**src/pkg/sflc_defs.svh**
```systemverilog
// Bit positions, select codes, reset values and timing counts of the serial programming latches.
`ifndef SFLC_DEFS_SVH
`define SFLC_DEFS_SVH
`define SFLC_WORD_W 24
`define SFLC_SEL_REF 2'h0
`define SFLC_SEL_AB 2'h1
`define SFLC_SEL_FUNC 2'h2
`define SFLC_SEL_INIT 2'h3
`define SFLC_B_HOLD 2
`define SFLC_B_PD1 3
`define SFLC_B_MUX_LO 4
`define SFLC_B_MUX_HI 6
`define SFLC_B_POL 7
`define SFLC_B_TRI 8
`define SFLC_B_FLEN 9
`define SFLC_B_FLMODE 10
`define SFLC_B_TC_LO 11
`define SFLC_B_TC_HI 14
`define SFLC_B_CP1_LO 15
`define SFLC_B_CP1_HI 17
`define SFLC_B_CP2_LO 18
`define SFLC_B_CP2_HI 20
`define SFLC_B_PD2 21
`define SFLC_B_PRE_LO 22
`define SFLC_B_PRE_HI 23
`define SFLC_B_GAIN 21
`define SFLC_FUNC_RST 24'h000000
`define SFLC_TICK_BASE 4
`endif

```
**src/pkg/sflc_pkg.sv**
```systemverilog
// Types shared by the synthesizer function latch control block.
package sflc_pkg;
	typedef struct packed {
		logic [1:0] prescaler;
		logic [2:0] cp_secondary;
		logic [2:0] cp_primary;
		logic [3:0] timeout;
		logic tristate;
		logic polarity;
		logic [2:0] testout_sel;
	} sflc_cfg_t;
	typedef enum logic [1:0] {
		SFLC_RUN,
		SFLC_PD_WAIT,
		SFLC_PD
	} sflc_pd_t;
endpackage : sflc_pkg
```
**src/logic/sflc_ctrl.sv**
```systemverilog
// Function and initialization latch control of the synthesizer serial programming port.
`timescale 1ns/1ps
`include "sflc_defs.svh"
module sflc_ctrl #(
	parameter int TICK_BASE = `SFLC_TICK_BASE
) (
	input wire logic clk_sys_i,
	input wire logic rst_b_i,
	input wire logic clk_en_i,
	input wire logic link_clk_i,
	input wire logic link_data_i,
	input wire logic latch_load_strobe_i,
	input wire logic chip_enable_i,
	input wire logic pump_event_i,
	output sflc_pkg::sflc_cfg_t cfg_o,
	output logic [2:0] pump_current_o,
	output logic pump_tristate_o,
	output logic counters_load_o,
	output logic lock_detect_reset_o,
	output logic powered_down_o,
	output logic fastlock_active_o,
	output logic [17:0] ab_word_o,
	output logic [19:0] ref_word_o,
	output logic ab_load_o,
	output logic ref_load_o
);
	import sflc_pkg::*;

	// The tick counter is 16 bits wide, so a longer tick cannot be counted.
	if (TICK_BASE < 1 || TICK_BASE > 65536) begin : g_bad_tick
		$error("TICK_BASE must lie between 1 and 65536");
	end

	logic clk_rise;
	logic data_q;
	logic le_rise;
	logic ce_q;
	logic cpe_rise;
	logic [23:0] shift_r;
	logic [23:0] func_r;
	logic gain_r;
	logic hold_r;
	logic init_armed_r;
	logic init_pulse_r;
	sflc_pd_t pd_r;
	sflc_pd_t pd_nxt;
	logic [15:0] tick_r;
	logic [3:0] tmo_r;
	logic fl_mode2;
	logic fl_on;
	logic prog_async;
	logic prog_sync;
	logic [1:0] sel;

	sflc_sync u_clk (.clk_sys_i(clk_sys_i), .rst_b_i(rst_b_i), .ce_i(clk_en_i),
		.d_i(link_clk_i), .q_o(), .rise_o(clk_rise));
	sflc_sync u_dat (.clk_sys_i(clk_sys_i), .rst_b_i(rst_b_i), .ce_i(clk_en_i),
		.d_i(link_data_i), .q_o(data_q), .rise_o());
	sflc_sync u_le (.clk_sys_i(clk_sys_i), .rst_b_i(rst_b_i), .ce_i(clk_en_i),
		.d_i(latch_load_strobe_i), .q_o(), .rise_o(le_rise));
	sflc_sync u_ce (.clk_sys_i(clk_sys_i), .rst_b_i(rst_b_i), .ce_i(clk_en_i),
		.d_i(chip_enable_i), .q_o(ce_q), .rise_o());
	sflc_sync u_cpe (.clk_sys_i(clk_sys_i), .rst_b_i(rst_b_i), .ce_i(clk_en_i),
		.d_i(pump_event_i), .q_o(), .rise_o(cpe_rise));

	// Data is synchronised alongside the clock, so both arrive with equal latency.
	always_ff @(posedge clk_sys_i or negedge rst_b_i) begin
		if (!rst_b_i) begin
			shift_r <= 24'h000000;
		end else if (clk_en_i && clk_rise) begin
			shift_r <= {shift_r[22:0], data_q};
		end
	end

	assign sel = shift_r[1:0];

	// Function fields; an initialization word writes the same fields.
	always_ff @(posedge clk_sys_i or negedge rst_b_i) begin
		if (!rst_b_i) begin
			func_r <= `SFLC_FUNC_RST;
		end else if (clk_en_i && le_rise &&
			(sel == `SFLC_SEL_FUNC || sel == `SFLC_SEL_INIT)) begin
			func_r <= shift_r;
		end
	end

	always_ff @(posedge clk_sys_i or negedge rst_b_i) begin
		if (!rst_b_i) begin
			ab_word_o <= 18'h00000;
			ref_word_o <= 20'h00000;
			ab_load_o <= 1'b0;
			ref_load_o <= 1'b0;
		end else if (clk_en_i) begin
			ab_load_o <= le_rise && sel == `SFLC_SEL_AB;
			ref_load_o <= le_rise && sel == `SFLC_SEL_REF;
			if (le_rise && sel == `SFLC_SEL_AB) begin
				ab_word_o <= shift_r[19:2];
			end
			if (le_rise && sel == `SFLC_SEL_REF) begin
				ref_word_o <= shift_r[21:2];
			end
		end
	end

	// Internal reset pulse: on initialization and on the first AB load after it.
	always_ff @(posedge clk_sys_i or negedge rst_b_i) begin
		if (!rst_b_i) begin
			init_armed_r <= 1'b0;
			init_pulse_r <= 1'b0;
		end else if (clk_en_i) begin
			init_pulse_r <= 1'b0;
			if (le_rise && sel == `SFLC_SEL_INIT) begin
				init_armed_r <= 1'b1;
				init_pulse_r <= 1'b1;
			end else if (le_rise && sel == `SFLC_SEL_AB && init_armed_r) begin
				init_armed_r <= 1'b0;
				init_pulse_r <= 1'b1;
			end
		end
	end

	assign hold_r = func_r[`SFLC_B_HOLD];
	assign prog_async = func_r[`SFLC_B_PD1] & ~func_r[`SFLC_B_PD2];
	assign prog_sync = func_r[`SFLC_B_PD1] & func_r[`SFLC_B_PD2];

	// Power-down state: chip enable dominates, asynchronous mode acts at once,
	// synchronous mode waits for a pump event or the initialization pulse.
	always_comb begin
		pd_nxt = pd_r;
		if (!ce_q || prog_async) begin
			pd_nxt = SFLC_PD;
		end else if (prog_sync) begin
			// The initialization pulse arrives with the word itself, so it must act
			// from the run state too; otherwise the pulse is gone before the wait.
			if (cpe_rise || init_pulse_r) begin
				pd_nxt = SFLC_PD;
			end else if (pd_r == SFLC_RUN) begin
				pd_nxt = SFLC_PD_WAIT;
			end
		end else begin
			pd_nxt = SFLC_RUN;
		end
	end

	always_ff @(posedge clk_sys_i or negedge rst_b_i) begin
		if (!rst_b_i) begin
			pd_r <= SFLC_RUN;
		end else if (clk_en_i) begin
			pd_r <= pd_nxt;
		end
	end

	assign fl_mode2 = func_r[`SFLC_B_FLEN] & func_r[`SFLC_B_FLMODE];

	// Gain bit: written by the AB latch, cleared by the mode 2 timeout.
	always_ff @(posedge clk_sys_i or negedge rst_b_i) begin
		if (!rst_b_i) begin
			gain_r <= 1'b0;
		end else if (clk_en_i) begin
			if (le_rise && sel == `SFLC_SEL_AB) begin
				gain_r <= shift_r[`SFLC_B_GAIN];
			end else if (fl_mode2 && gain_r && tmo_r == 4'h0 &&
				tick_r == 16'h0000) begin
				gain_r <= 1'b0;
			end
		end
	end

	// Timeout counts (field+1)*TICK_BASE cycles; held in load state otherwise.
	always_ff @(posedge clk_sys_i or negedge rst_b_i) begin
		if (!rst_b_i) begin
			tick_r <= 16'h0000;
			tmo_r <= 4'h0;
		end else if (clk_en_i) begin
			if (!fl_mode2 || !gain_r || pd_r == SFLC_PD || init_pulse_r ||
				(le_rise && sel == `SFLC_SEL_AB)) begin
				tick_r <= 16'(TICK_BASE - 1);
				tmo_r <= func_r[`SFLC_B_TC_HI:`SFLC_B_TC_LO];
			end else if (tick_r != 16'h0000) begin
				tick_r <= tick_r - 16'h0001;
			end else if (tmo_r != 4'h0) begin
				tick_r <= 16'(TICK_BASE - 1);
				tmo_r <= tmo_r - 4'h1;
			end
		end
	end

	assign fl_on = func_r[`SFLC_B_FLEN] & gain_r;

	always_ff @(posedge clk_sys_i or negedge rst_b_i) begin
		if (!rst_b_i) begin
			cfg_o <= '0;
			pump_current_o <= 3'h0;
			pump_tristate_o <= 1'b1;
			counters_load_o <= 1'b1;
			lock_detect_reset_o <= 1'b1;
			powered_down_o <= 1'b1;
			fastlock_active_o <= 1'b0;
		end else if (clk_en_i) begin
			cfg_o.prescaler <= func_r[`SFLC_B_PRE_HI:`SFLC_B_PRE_LO];
			cfg_o.cp_secondary <= func_r[`SFLC_B_CP2_HI:`SFLC_B_CP2_LO];
			cfg_o.cp_primary <= func_r[`SFLC_B_CP1_HI:`SFLC_B_CP1_LO];
			cfg_o.timeout <= func_r[`SFLC_B_TC_HI:`SFLC_B_TC_LO];
			cfg_o.tristate <= func_r[`SFLC_B_TRI];
			cfg_o.polarity <= func_r[`SFLC_B_POL];
			cfg_o.testout_sel <= func_r[`SFLC_B_MUX_HI:`SFLC_B_MUX_LO];
			pump_current_o <= fl_on ? func_r[`SFLC_B_CP2_HI:`SFLC_B_CP2_LO]
				: func_r[`SFLC_B_CP1_HI:`SFLC_B_CP1_LO];
			pump_tristate_o <= func_r[`SFLC_B_TRI] | pd_nxt == SFLC_PD |
				hold_r | init_pulse_r;
			// Hold and release act on both counters in the same cycle.
			counters_load_o <= pd_nxt == SFLC_PD | hold_r | init_pulse_r;
			lock_detect_reset_o <= pd_nxt == SFLC_PD;
			powered_down_o <= pd_nxt == SFLC_PD;
			fastlock_active_o <= fl_on;
		end
	end

	// Power-down, counter hold and release.
	a_ce_pd: assert property (@(posedge clk_sys_i) disable iff (!rst_b_i)
		clk_en_i && !ce_q |=> powered_down_o && counters_load_o)
		else $error("chip enable low did not power down");
	a_async_pd: assert property (@(posedge clk_sys_i) disable iff (!rst_b_i)
		clk_en_i && prog_async |=> powered_down_o && pump_tristate_o)
		else $error("async power-down missed");
	a_sync_wait: assert property (@(posedge clk_sys_i) disable iff (!rst_b_i)
		pd_r == SFLC_PD_WAIT && ce_q && prog_sync && !cpe_rise && !init_pulse_r
		|=> !powered_down_o)
		else $error("sync power-down did not wait");
	a_init_sync_pd: assert property (@(posedge clk_sys_i) disable iff (!rst_b_i)
		clk_en_i && ce_q && prog_sync && init_pulse_r |=> powered_down_o)
		else $error("initialization pulse did not trigger power-down");
	a_pd_effects: assert property (@(posedge clk_sys_i) disable iff (!rst_b_i)
		clk_en_i && pd_nxt == SFLC_PD |=> lock_detect_reset_o && counters_load_o && pump_tristate_o)
		else $error("power-down side effects missing");
	a_pd_tmo: assert property (@(posedge clk_sys_i) disable iff (!rst_b_i)
		clk_en_i && pd_r == SFLC_PD |=> tmo_r == $past(func_r[14:11]))
		else $error("timeout counter not at load state in power-down");
	a_run_release: assert property (@(posedge clk_sys_i) disable iff (!rst_b_i)
		clk_en_i && ce_q && !func_r[3] && !hold_r && !init_pulse_r |=> !counters_load_o)
		else $error("counters not released");
	a_hold_load: assert property (@(posedge clk_sys_i) disable iff (!rst_b_i)
		clk_en_i && hold_r |=> counters_load_o)
		else $error("hold bit did not hold counters");
	a_hold_tri: assert property (@(posedge clk_sys_i) disable iff (!rst_b_i)
		clk_en_i && hold_r |=> pump_tristate_o)
		else $error("hold bit did not three-state the pump");

	// Serial shifting and latch routing.
	a_shift_in: assert property (@(posedge clk_sys_i) disable iff (!rst_b_i)
		clk_en_i && clk_rise |=> shift_r[0] == $past(data_q))
		else $error("serial bit not shifted in");
	a_pd_shift: assert property (@(posedge clk_sys_i) disable iff (!rst_b_i)
		clk_en_i && clk_rise && powered_down_o |=> shift_r[23:1] == $past(shift_r[22:0]))
		else $error("shift register stalled in power-down");
	a_func_load: assert property (@(posedge clk_sys_i) disable iff (!rst_b_i)
		clk_en_i && le_rise && sel == 2'h2 |=> func_r == $past(shift_r))
		else $error("function word not latched");
	a_init_fields: assert property (@(posedge clk_sys_i) disable iff (!rst_b_i)
		clk_en_i && le_rise && sel == 2'h3 |=> func_r == $past(shift_r))
		else $error("initialization word not latched");
	a_ab_word: assert property (@(posedge clk_sys_i) disable iff (!rst_b_i)
		clk_en_i && le_rise && sel == 2'h1 |=> ab_load_o && ab_word_o == $past(shift_r[19:2]))
		else $error("AB word not latched");
	a_ref_word: assert property (@(posedge clk_sys_i) disable iff (!rst_b_i)
		clk_en_i && le_rise && sel == 2'h0 |=> ref_load_o && ref_word_o == $past(shift_r[21:2]))
		else $error("reference word not latched");
	a_init_pulse: assert property (@(posedge clk_sys_i) disable iff (!rst_b_i)
		clk_en_i && le_rise && sel == 2'h3 |=> init_pulse_r ##1 counters_load_o)
		else $error("initialization pulse missing");
	a_init_armed: assert property (@(posedge clk_sys_i) disable iff (!rst_b_i)
		clk_en_i && le_rise && sel == 2'h1 && init_armed_r |=> init_pulse_r && !init_armed_r)
		else $error("first AB load after initialization gave no pulse");
	a_ab_once: assert property (@(posedge clk_sys_i) disable iff (!rst_b_i)
		clk_en_i && le_rise && sel == 2'h1 && !init_armed_r |=> !init_pulse_r)
		else $error("reset pulse on later AB load");

	// Pump currents and configuration copies.
	a_pump_cur: assert property (@(posedge clk_sys_i) disable iff (!rst_b_i)
		clk_en_i && !fl_on |=> pump_current_o == $past(func_r[17:15]))
		else $error("primary current wrong");
	a_fast_cur: assert property (@(posedge clk_sys_i) disable iff (!rst_b_i)
		clk_en_i && fl_on |=> pump_current_o == $past(func_r[20:18]))
		else $error("secondary current wrong");
	a_cur_fields: assert property (@(posedge clk_sys_i) disable iff (!rst_b_i)
		clk_en_i |=> cfg_o.cp_secondary == $past(func_r[20:18]) &&
		cfg_o.cp_primary == $past(func_r[17:15]))
		else $error("current settings not copied");
	a_cfg_mux: assert property (@(posedge clk_sys_i) disable iff (!rst_b_i)
		clk_en_i |=> cfg_o.testout_sel == $past(func_r[6:4]))
		else $error("test output select not copied");
	a_pol_copy: assert property (@(posedge clk_sys_i) disable iff (!rst_b_i)
		clk_en_i |=> cfg_o.polarity == $past(func_r[7]))
		else $error("polarity not copied");
	a_tri_bit: assert property (@(posedge clk_sys_i) disable iff (!rst_b_i)
		clk_en_i && func_r[8] |=> pump_tristate_o)
		else $error("pump not three-stated");

	// Fastlock modes and the timeout counter.
	a_fl_gate: assert property (@(posedge clk_sys_i) disable iff (!rst_b_i)
		clk_en_i && !func_r[9] |=> !fastlock_active_o)
		else $error("fastlock active while disabled");
	a_fl_on: assert property (@(posedge clk_sys_i) disable iff (!rst_b_i)
		clk_en_i && func_r[9] && gain_r |=> fastlock_active_o)
		else $error("fastlock not active with gain bit set");
	a_mode1_keep: assert property (@(posedge clk_sys_i) disable iff (!rst_b_i)
		clk_en_i && !fl_mode2 && gain_r && !le_rise |=> gain_r)
		else $error("mode 1 gain cleared without write");
	a_mode1_enter: assert property (@(posedge clk_sys_i) disable iff (!rst_b_i)
		clk_en_i && le_rise && sel == 2'h1 |=> gain_r == $past(shift_r[21]))
		else $error("gain bit not taken from AB word");
	a_mode2_clear: assert property (@(posedge clk_sys_i) disable iff (!rst_b_i)
		clk_en_i && fl_mode2 && gain_r && tmo_r == 4'h0 && tick_r == 16'h0000 &&
		!(le_rise && sel == 2'h1) |=> !gain_r)
		else $error("gain bit not cleared at timeout");
	a_tmo_hold: assert property (@(posedge clk_sys_i) disable iff (!rst_b_i)
		clk_en_i && !fl_mode2 |=> tmo_r == $past(func_r[14:11]))
		else $error("timeout counter ran outside mode 2");
	a_tick_idle: assert property (@(posedge clk_sys_i) disable iff (!rst_b_i)
		clk_en_i && !fl_mode2 |=> tick_r == 16'(TICK_BASE - 1))
		else $error("tick counter ran outside mode 2");
endmodule : sflc_ctrl

```
**src/logic/sflc_sync.sv**
```systemverilog
// Two-flop synchroniser with edge detection on the second stage output.
`timescale 1ns/1ps
module sflc_sync (
	input wire logic clk_sys_i,
	input wire logic rst_b_i,
	input wire logic ce_i,
	input wire logic d_i,
	output logic q_o,
	output logic rise_o
);
	logic s1_r;
	logic s2_r;
	logic s3_r;
	always_ff @(posedge clk_sys_i or negedge rst_b_i) begin
		if (!rst_b_i) begin
			s1_r <= 1'b0;
			s2_r <= 1'b0;
			s3_r <= 1'b0;
		end else if (ce_i) begin
			s1_r <= d_i;
			s2_r <= s1_r;
			s3_r <= s2_r;
		end
	end
	assign q_o = s2_r;
	assign rise_o = ce_i & s2_r & ~s3_r;
endmodule : sflc_sync

```
**config.mk**
```make
export PLATFORM = sky130hd
export DESIGN_NAME = sflc_ctrl
export DESIGN_NICKNAME = d
export VERILOG_FILES = /design/src/pkg/sflc_pkg.sv /design/src/logic/sflc_ctrl.sv /design/src/logic/sflc_sync.sv
export VERILOG_INCLUDE_DIRS = /design/src /design/src/pkg
export SDC_FILE = /design/constraint.sdc
export NUM_CORES = 1
export LEC_CHECK = 0
export ABC_AREA = 1
export BUFFER_PORTS_ARGS = -buffer_cell sky130_fd_sc_hd__buf_2
export CAP_MARGIN = 10
export CORE_MARGIN = 1.5
export CORE_UTILIZATION = 35
export CTS_CLUSTER_DIAMETER = 60
export CTS_CLUSTER_SIZE = 16
export DETAILED_ROUTE_END_ITERATION = 8
export GPL_TIMING_DRIVEN = 0
export PLACE_DENSITY = 0.61
export SYNTH_ARGS = -nofsm -noshare
export SYNTH_HDL_FRONTEND = slang
export SYNTH_HIERARCHICAL = 1
export SYNTH_SLANG_ARGS = --single-unit
```
**constraint.sdc**
```tcl
create_clock -name clk_sys_i -period 2 [get_ports clk_sys_i]
set_input_delay 0.1 -clock clk_sys_i [delete_from_list [all_inputs] [get_ports clk_sys_i]]
set_output_delay 0.1 -clock clk_sys_i [all_outputs]
set_load 0.02 [all_outputs]
```
# ---- Yosys cells after proc, flatten, opt, wreduce, memory -nomap -nowiden
# Cells that the tools add are included.
dict set report word_totals {
  ff_bits 150
  output_inout_bits 65
  in_bits 8
  memories 0
  mem_bits_ro 0
  word_cells 117
  ram_bits 0
  latch_bits 0
}
dict set report classes {
  mul 0
  bitwise 19
  n_div 0
  shifts 0
  addsub 2
  n_lt_le_gt_ge 0
  eq_ne 6
  n_mux 17
  reduce_logical 36
}
# op count
set ops {}
lappend ops {{$mux W16} 3}
lappend ops {{$logic_not A16 Y1} 1}
lappend ops {{$reduce_bool A16 Y1} 1}
lappend ops {{$sub A16 B1 Y16 const B} 1}
lappend ops {{$mux W4} 3}
lappend ops {{$and A1 B1 Y1} 10}
lappend ops {{$logic_and A1 B1 Y1} 10}
lappend ops {{$reduce_and A2 Y1} 5}
lappend ops {{$eq A2 B2 Y1 const B} 4}
lappend ops {{$mux W2} 4}
lappend ops {{$logic_or A1 B1 Y1} 7}
lappend ops {{$mux W1} 6}
lappend ops {{$reduce_bool A2 Y1} 3}
lappend ops {{$or A1 B1 Y1} 5}
lappend ops {{$logic_not A2 Y1} 2}
lappend ops {{$logic_not A4 Y1} 1}
lappend ops {{$not A1 Y1} 4}
lappend ops {{$reduce_bool A4 Y1} 1}
lappend ops {{$sub A4 B1 Y4 const B} 1}
lappend ops {{$logic_not A1 Y1} 3}
lappend ops {{$mux W3} 1}
lappend ops {{$reduce_and A3 Y1} 1}
lappend ops {{$reduce_bool A3 Y1} 1}
lappend ops {{$eq A2 B1 Y1 const B} 1}
lappend ops {{$ne A2 B2 Y1 const B} 1}

# ---- Longest topological paths before layout
dict set report depth {
  ltp_word 10
  ltp_mapped 11
  depth_no_buf 11
}

# ---- Cells and area by module
# The synthesis kept the hierarchy.
# mod cells_each area_each_um2 seq_area_each_um2 instances
set by_module_without_submodules {}
lappend by_module_without_submodules {sflc_ctrl 672 5738.0 3382.0 1}
lappend by_module_without_submodules {sflc_sync 14 118.9 75.1 5}

# ---- Worst setup path after synthesis
# Ideal clock, no wire load.
dict set report synth_timing {
  path_type {register to register}
  from {register tick_r[0]}
  to {register tick_r[0]}
  period_less_slack_ns 1.554
  t_arrival_ns 1.430
  n_path_buf 1
  path_stages_with_launch 9
  setup_ns 0.124
  slack_ns 0.446
  required_time_ns 1.876
  path_cell_list {dfrtp_1 > inv_1 > ha_1 > nand2_2 > nor2_4 > nand3_4 > o21ai_4 > buf_6 > a21oi_1}
}
dict set report synth_via {
  elab_chain_len 3
  elab_cells_between_ends 6
  classes_between {1 x add/sub; 2 x mux; 3 x reduce/logical}
}
# item line
set synth_lines {}
lappend synth_lines {{start, declared} sflc_ctrl.sv:47} ;# logic [15:0] tick_r;
lappend synth_lines {{start signal, assigned} sflc_ctrl.sv:177} ;# tick_r <= 16'(TICK_BASE - 1);
lappend synth_lines {{start signal, assigned} sflc_ctrl.sv:180} ;# tick_r <= tick_r - 16'h0001;
lappend synth_lines {{start signal, assigned} sflc_ctrl.sv:182} ;# tick_r <= 16'(TICK_BASE - 1);
lappend synth_lines {{$sub A16 B1 Y16 or $reduce_bool A16 Y1 (tied branches)} {sflc_ctrl.sv:180, sflc_ctrl.sv:179}}
lappend synth_lines {{$mux W16 or $reduce_bool A3 Y1 (tied branches)} --}
lappend synth_lines {{$mux W16 or $reduce_and A2 Y1 (tied branches)} --}
# Several ways; a longest one is shown, not always the timed one.
# A chain may end at the register's enable or synchronous reset.

# ---- Worst setup path in the final report
dict set report layout_timing {
  from {register tick_r[0]}
  to {register tick_r[11]}
}
# Same word-level chain as after synthesis.

==> flow_summary.yaml <==
outcome:
  status: "completed"
job:
  max_cap_viol_count: 0
global_routing:
  grt_remaining_overflow: 0
  grt_util_all_layers_pct: 17.04
  largest_net_degree_at_the_start_of_global_routing: 83
  grt_antenna_before_repair: 0
  grt_first_pass_wirelength_um: 24400
  grt_pass1_vias: 4646
placement:
  placement.cell_area_um2: 6923
  placement.io_buffers: 72
  routabilityCongestion: 0.8621
  hpwl_um: 10410
floorplanning:
  top_level_ports: 73
  coreArea_um2: 17360
  core.rowCount: 48
  fp.dieArea_um2: 18660
  die-height_um: 136.6
  floorplan.initialDensity_pct: 35.99
  die_width_um: 136.6
synth:
  yosys_warnings: 6
  synthesis.nets: 743
  mappedNetlistArea_um2: 6247
  synth.avg_cell_area_um2: 8.534
  syn-instance-count: 732
routing:
  detail_routed_net_length_per_standard_cell_um: 13.96
  detailedRoute.firstIterationViolations: 353
  drt_first_pass_iters: 5
  vias: 4973
  drt_wl_total_um: 14910
  vias_per_cell: 4.656
  detail-route-antenna-nets: 0
  drc: 0
cells_and_area:
  layout_commonest_cell: "sky130_fd_sc_hd__nand2_1"
  final_area_um2: 7521
  fraction_of_final_layout_cells_with_drive_strength_greater_than_1_pct: 16.25
  final_cell_mix: "sky130_fd_sc_hd__nand2_1, sky130_fd_sc_hd__dfrtp_1, sky130_fd_sc_hd__o21ai_0"
  area_growth_syn_to_layout_pct: 20.39
  antennaDiodeCount: 0
  nNetsFinal: 841
sta:
  worst_margin_slew_ps: 790.1
  finalMaxSlewViolations: 0
  post-route-period-util_pct: 91.52
  count_of_final_hold_check_violations: 0
  finalSetupViolCount: 0
  fin_crit_ps: 1830
  max_slew_margin_pct: 47.32
  rsz0062_at_grt: "false"
  finClkSkew_ps: 11.69
  fmax_mhz: 546.3
  finalHoldWorstSlack_ps: 83.56
clock_tree:
  cts.path.max_buffers: 2
  clkLatencyLatePin_ps: 420
  cts_buffers: 17
  clock_tree.root_cell: "sky130_fd_sc_hd__clkbuf_16"
  cts_num_sinks: 148
  cts.reportedPaths.clkPinSlew_ps: 70
  post_cts_setup_buffer_count: 0
  cts_tree: "yes"
  cts_max_level: 4
pwr:
  power_density_nw_per_um2: 956.3
  max_ir_drop_vdd_uv: 536.7
  power.static_leakage_nw: 3.907
setup_path:
  timing.critical_path.from_type: "register"
  arrival_ps: 2140
  startpoint_of_the_most_critical_register_to_register_path: "tick_r[0]"
  timing.setup.critical_path_class: "reg -> reg"
  regToRegEndpoint: "tick_r[11]"
  crit_path_end_kind: "register"
  timing.critical_path.required_ps: 2310
  timing.critical_path.fanout_max: 10
  timing.reg2reg.worst_path_depth: 10
  regToRegSetupSlack_ps: 170
worst_hold_path:
  worst_hold_startpoint: "clk_en_i"
  worstHoldEndpoint: "u_cpe/q_o"
  min_path_type: "in -> reg"
  min_path_cells: 3
## per-layer routing
layer | routed length, um | GRT usage (%) | share of wire (%)
met1 | 7240 | 23.70 | 49
met2 | 6913 | 26.02 | 46
met3 | 536 | 4.519 | 3.6
met4 | 216 | 5.201 | 1.4
met5 | 0 | 0 | 0
## where the power goes
part | internal (mW) | switching [mW]
Sequential | 3.28 | 0.151
Clock | 1.60 | 1.29
Combinational | 0.267 | 0.601
Total | 5.15 | 2.05
## worst max-delay path, cell delays in order, from the launching register on
cell and delay, ps:
sky130_fd_sc_hd__dfrtp_1 350, sky130_fd_sc_hd__inv_1 110, sky130_fd_sc_hd__ha_1 290, sky130_fd_sc_hd__nand2_2 160
sky130_fd_sc_hd__nor2_1 130, sky130_fd_sc_hd__nand2_1 170, sky130_fd_sc_hd__buf_2 260, sky130_fd_sc_hd__nand3_1 100
sky130_fd_sc_hd__nor2_1 40, sky130_fd_sc_hd__nand2_1 60, sky130_fd_sc_hd__nand2_1 50
## timing repair
item / in CTS / in global routing
endpoints found under the setup margin: 0 / 5
resized for setup: 0 / 1
endpoints found under the hold margin: 83 / 0
hold buffers: 6 / 0
## stage by stage
stage	setup TNS [ps]	power, mW	worst slack, ps	cells	util (%)
final	0	7.192	169.5	1068	43.33
after global routing	0	7.525	12.28	1068	43.33
after CTS	0	7.274	127.4	1068	43.32
after detailed placement	0	4.357	140.4	1030	39.89
after global placement	-211230	4.331	-1458	1029	39.69
after floorplan	0	3.982	445.8	732	-
## cell type report
class,instances,area (um2)
Clock inverter,13,102.6
Multi-Input combinational cell,500,2202
Buffer,29,132.6
Timing Repair Buffer,79,454.2
Tap cell,225,281.5
Sequential cell,148,3707
Inverter,55,207.7
Clock buffer,19,432.9
Fill cell,1712,9836
## flip-flops by register name, summed over array words and instances, names as in the netlist, 2 cells and up
register / count
ab_word_o: 18
cfg_o: 17
func_r: 22
pd_r: 2
pump_current_o: 3
ref_word_o: 20
shift_r: 24
tick_r: 16
tmo_r: 4
## how the worst max path moves through the flow
| stage | from | end | slack (ps) | depth (start not counted) |
|---|---|---|---|---|
| floorplan | tick_r[0] | tick_r[0] | 450 | 8 |
| global placement | rst_b_i | ref_word_o[3] | -1460 | 1 |
| detailed placement | tick_r[0] | tick_r[0] | 140 | 8 |
| CTS | tick_r[0] | tick_r[0] | 130 | 8 |
| global route | tick_r[0] | tick_r[12] | 10 | 10 |
| finish | tick_r[0] | tick_r[11] | 170 | 10 |
(Power assumes the default switching activity.)
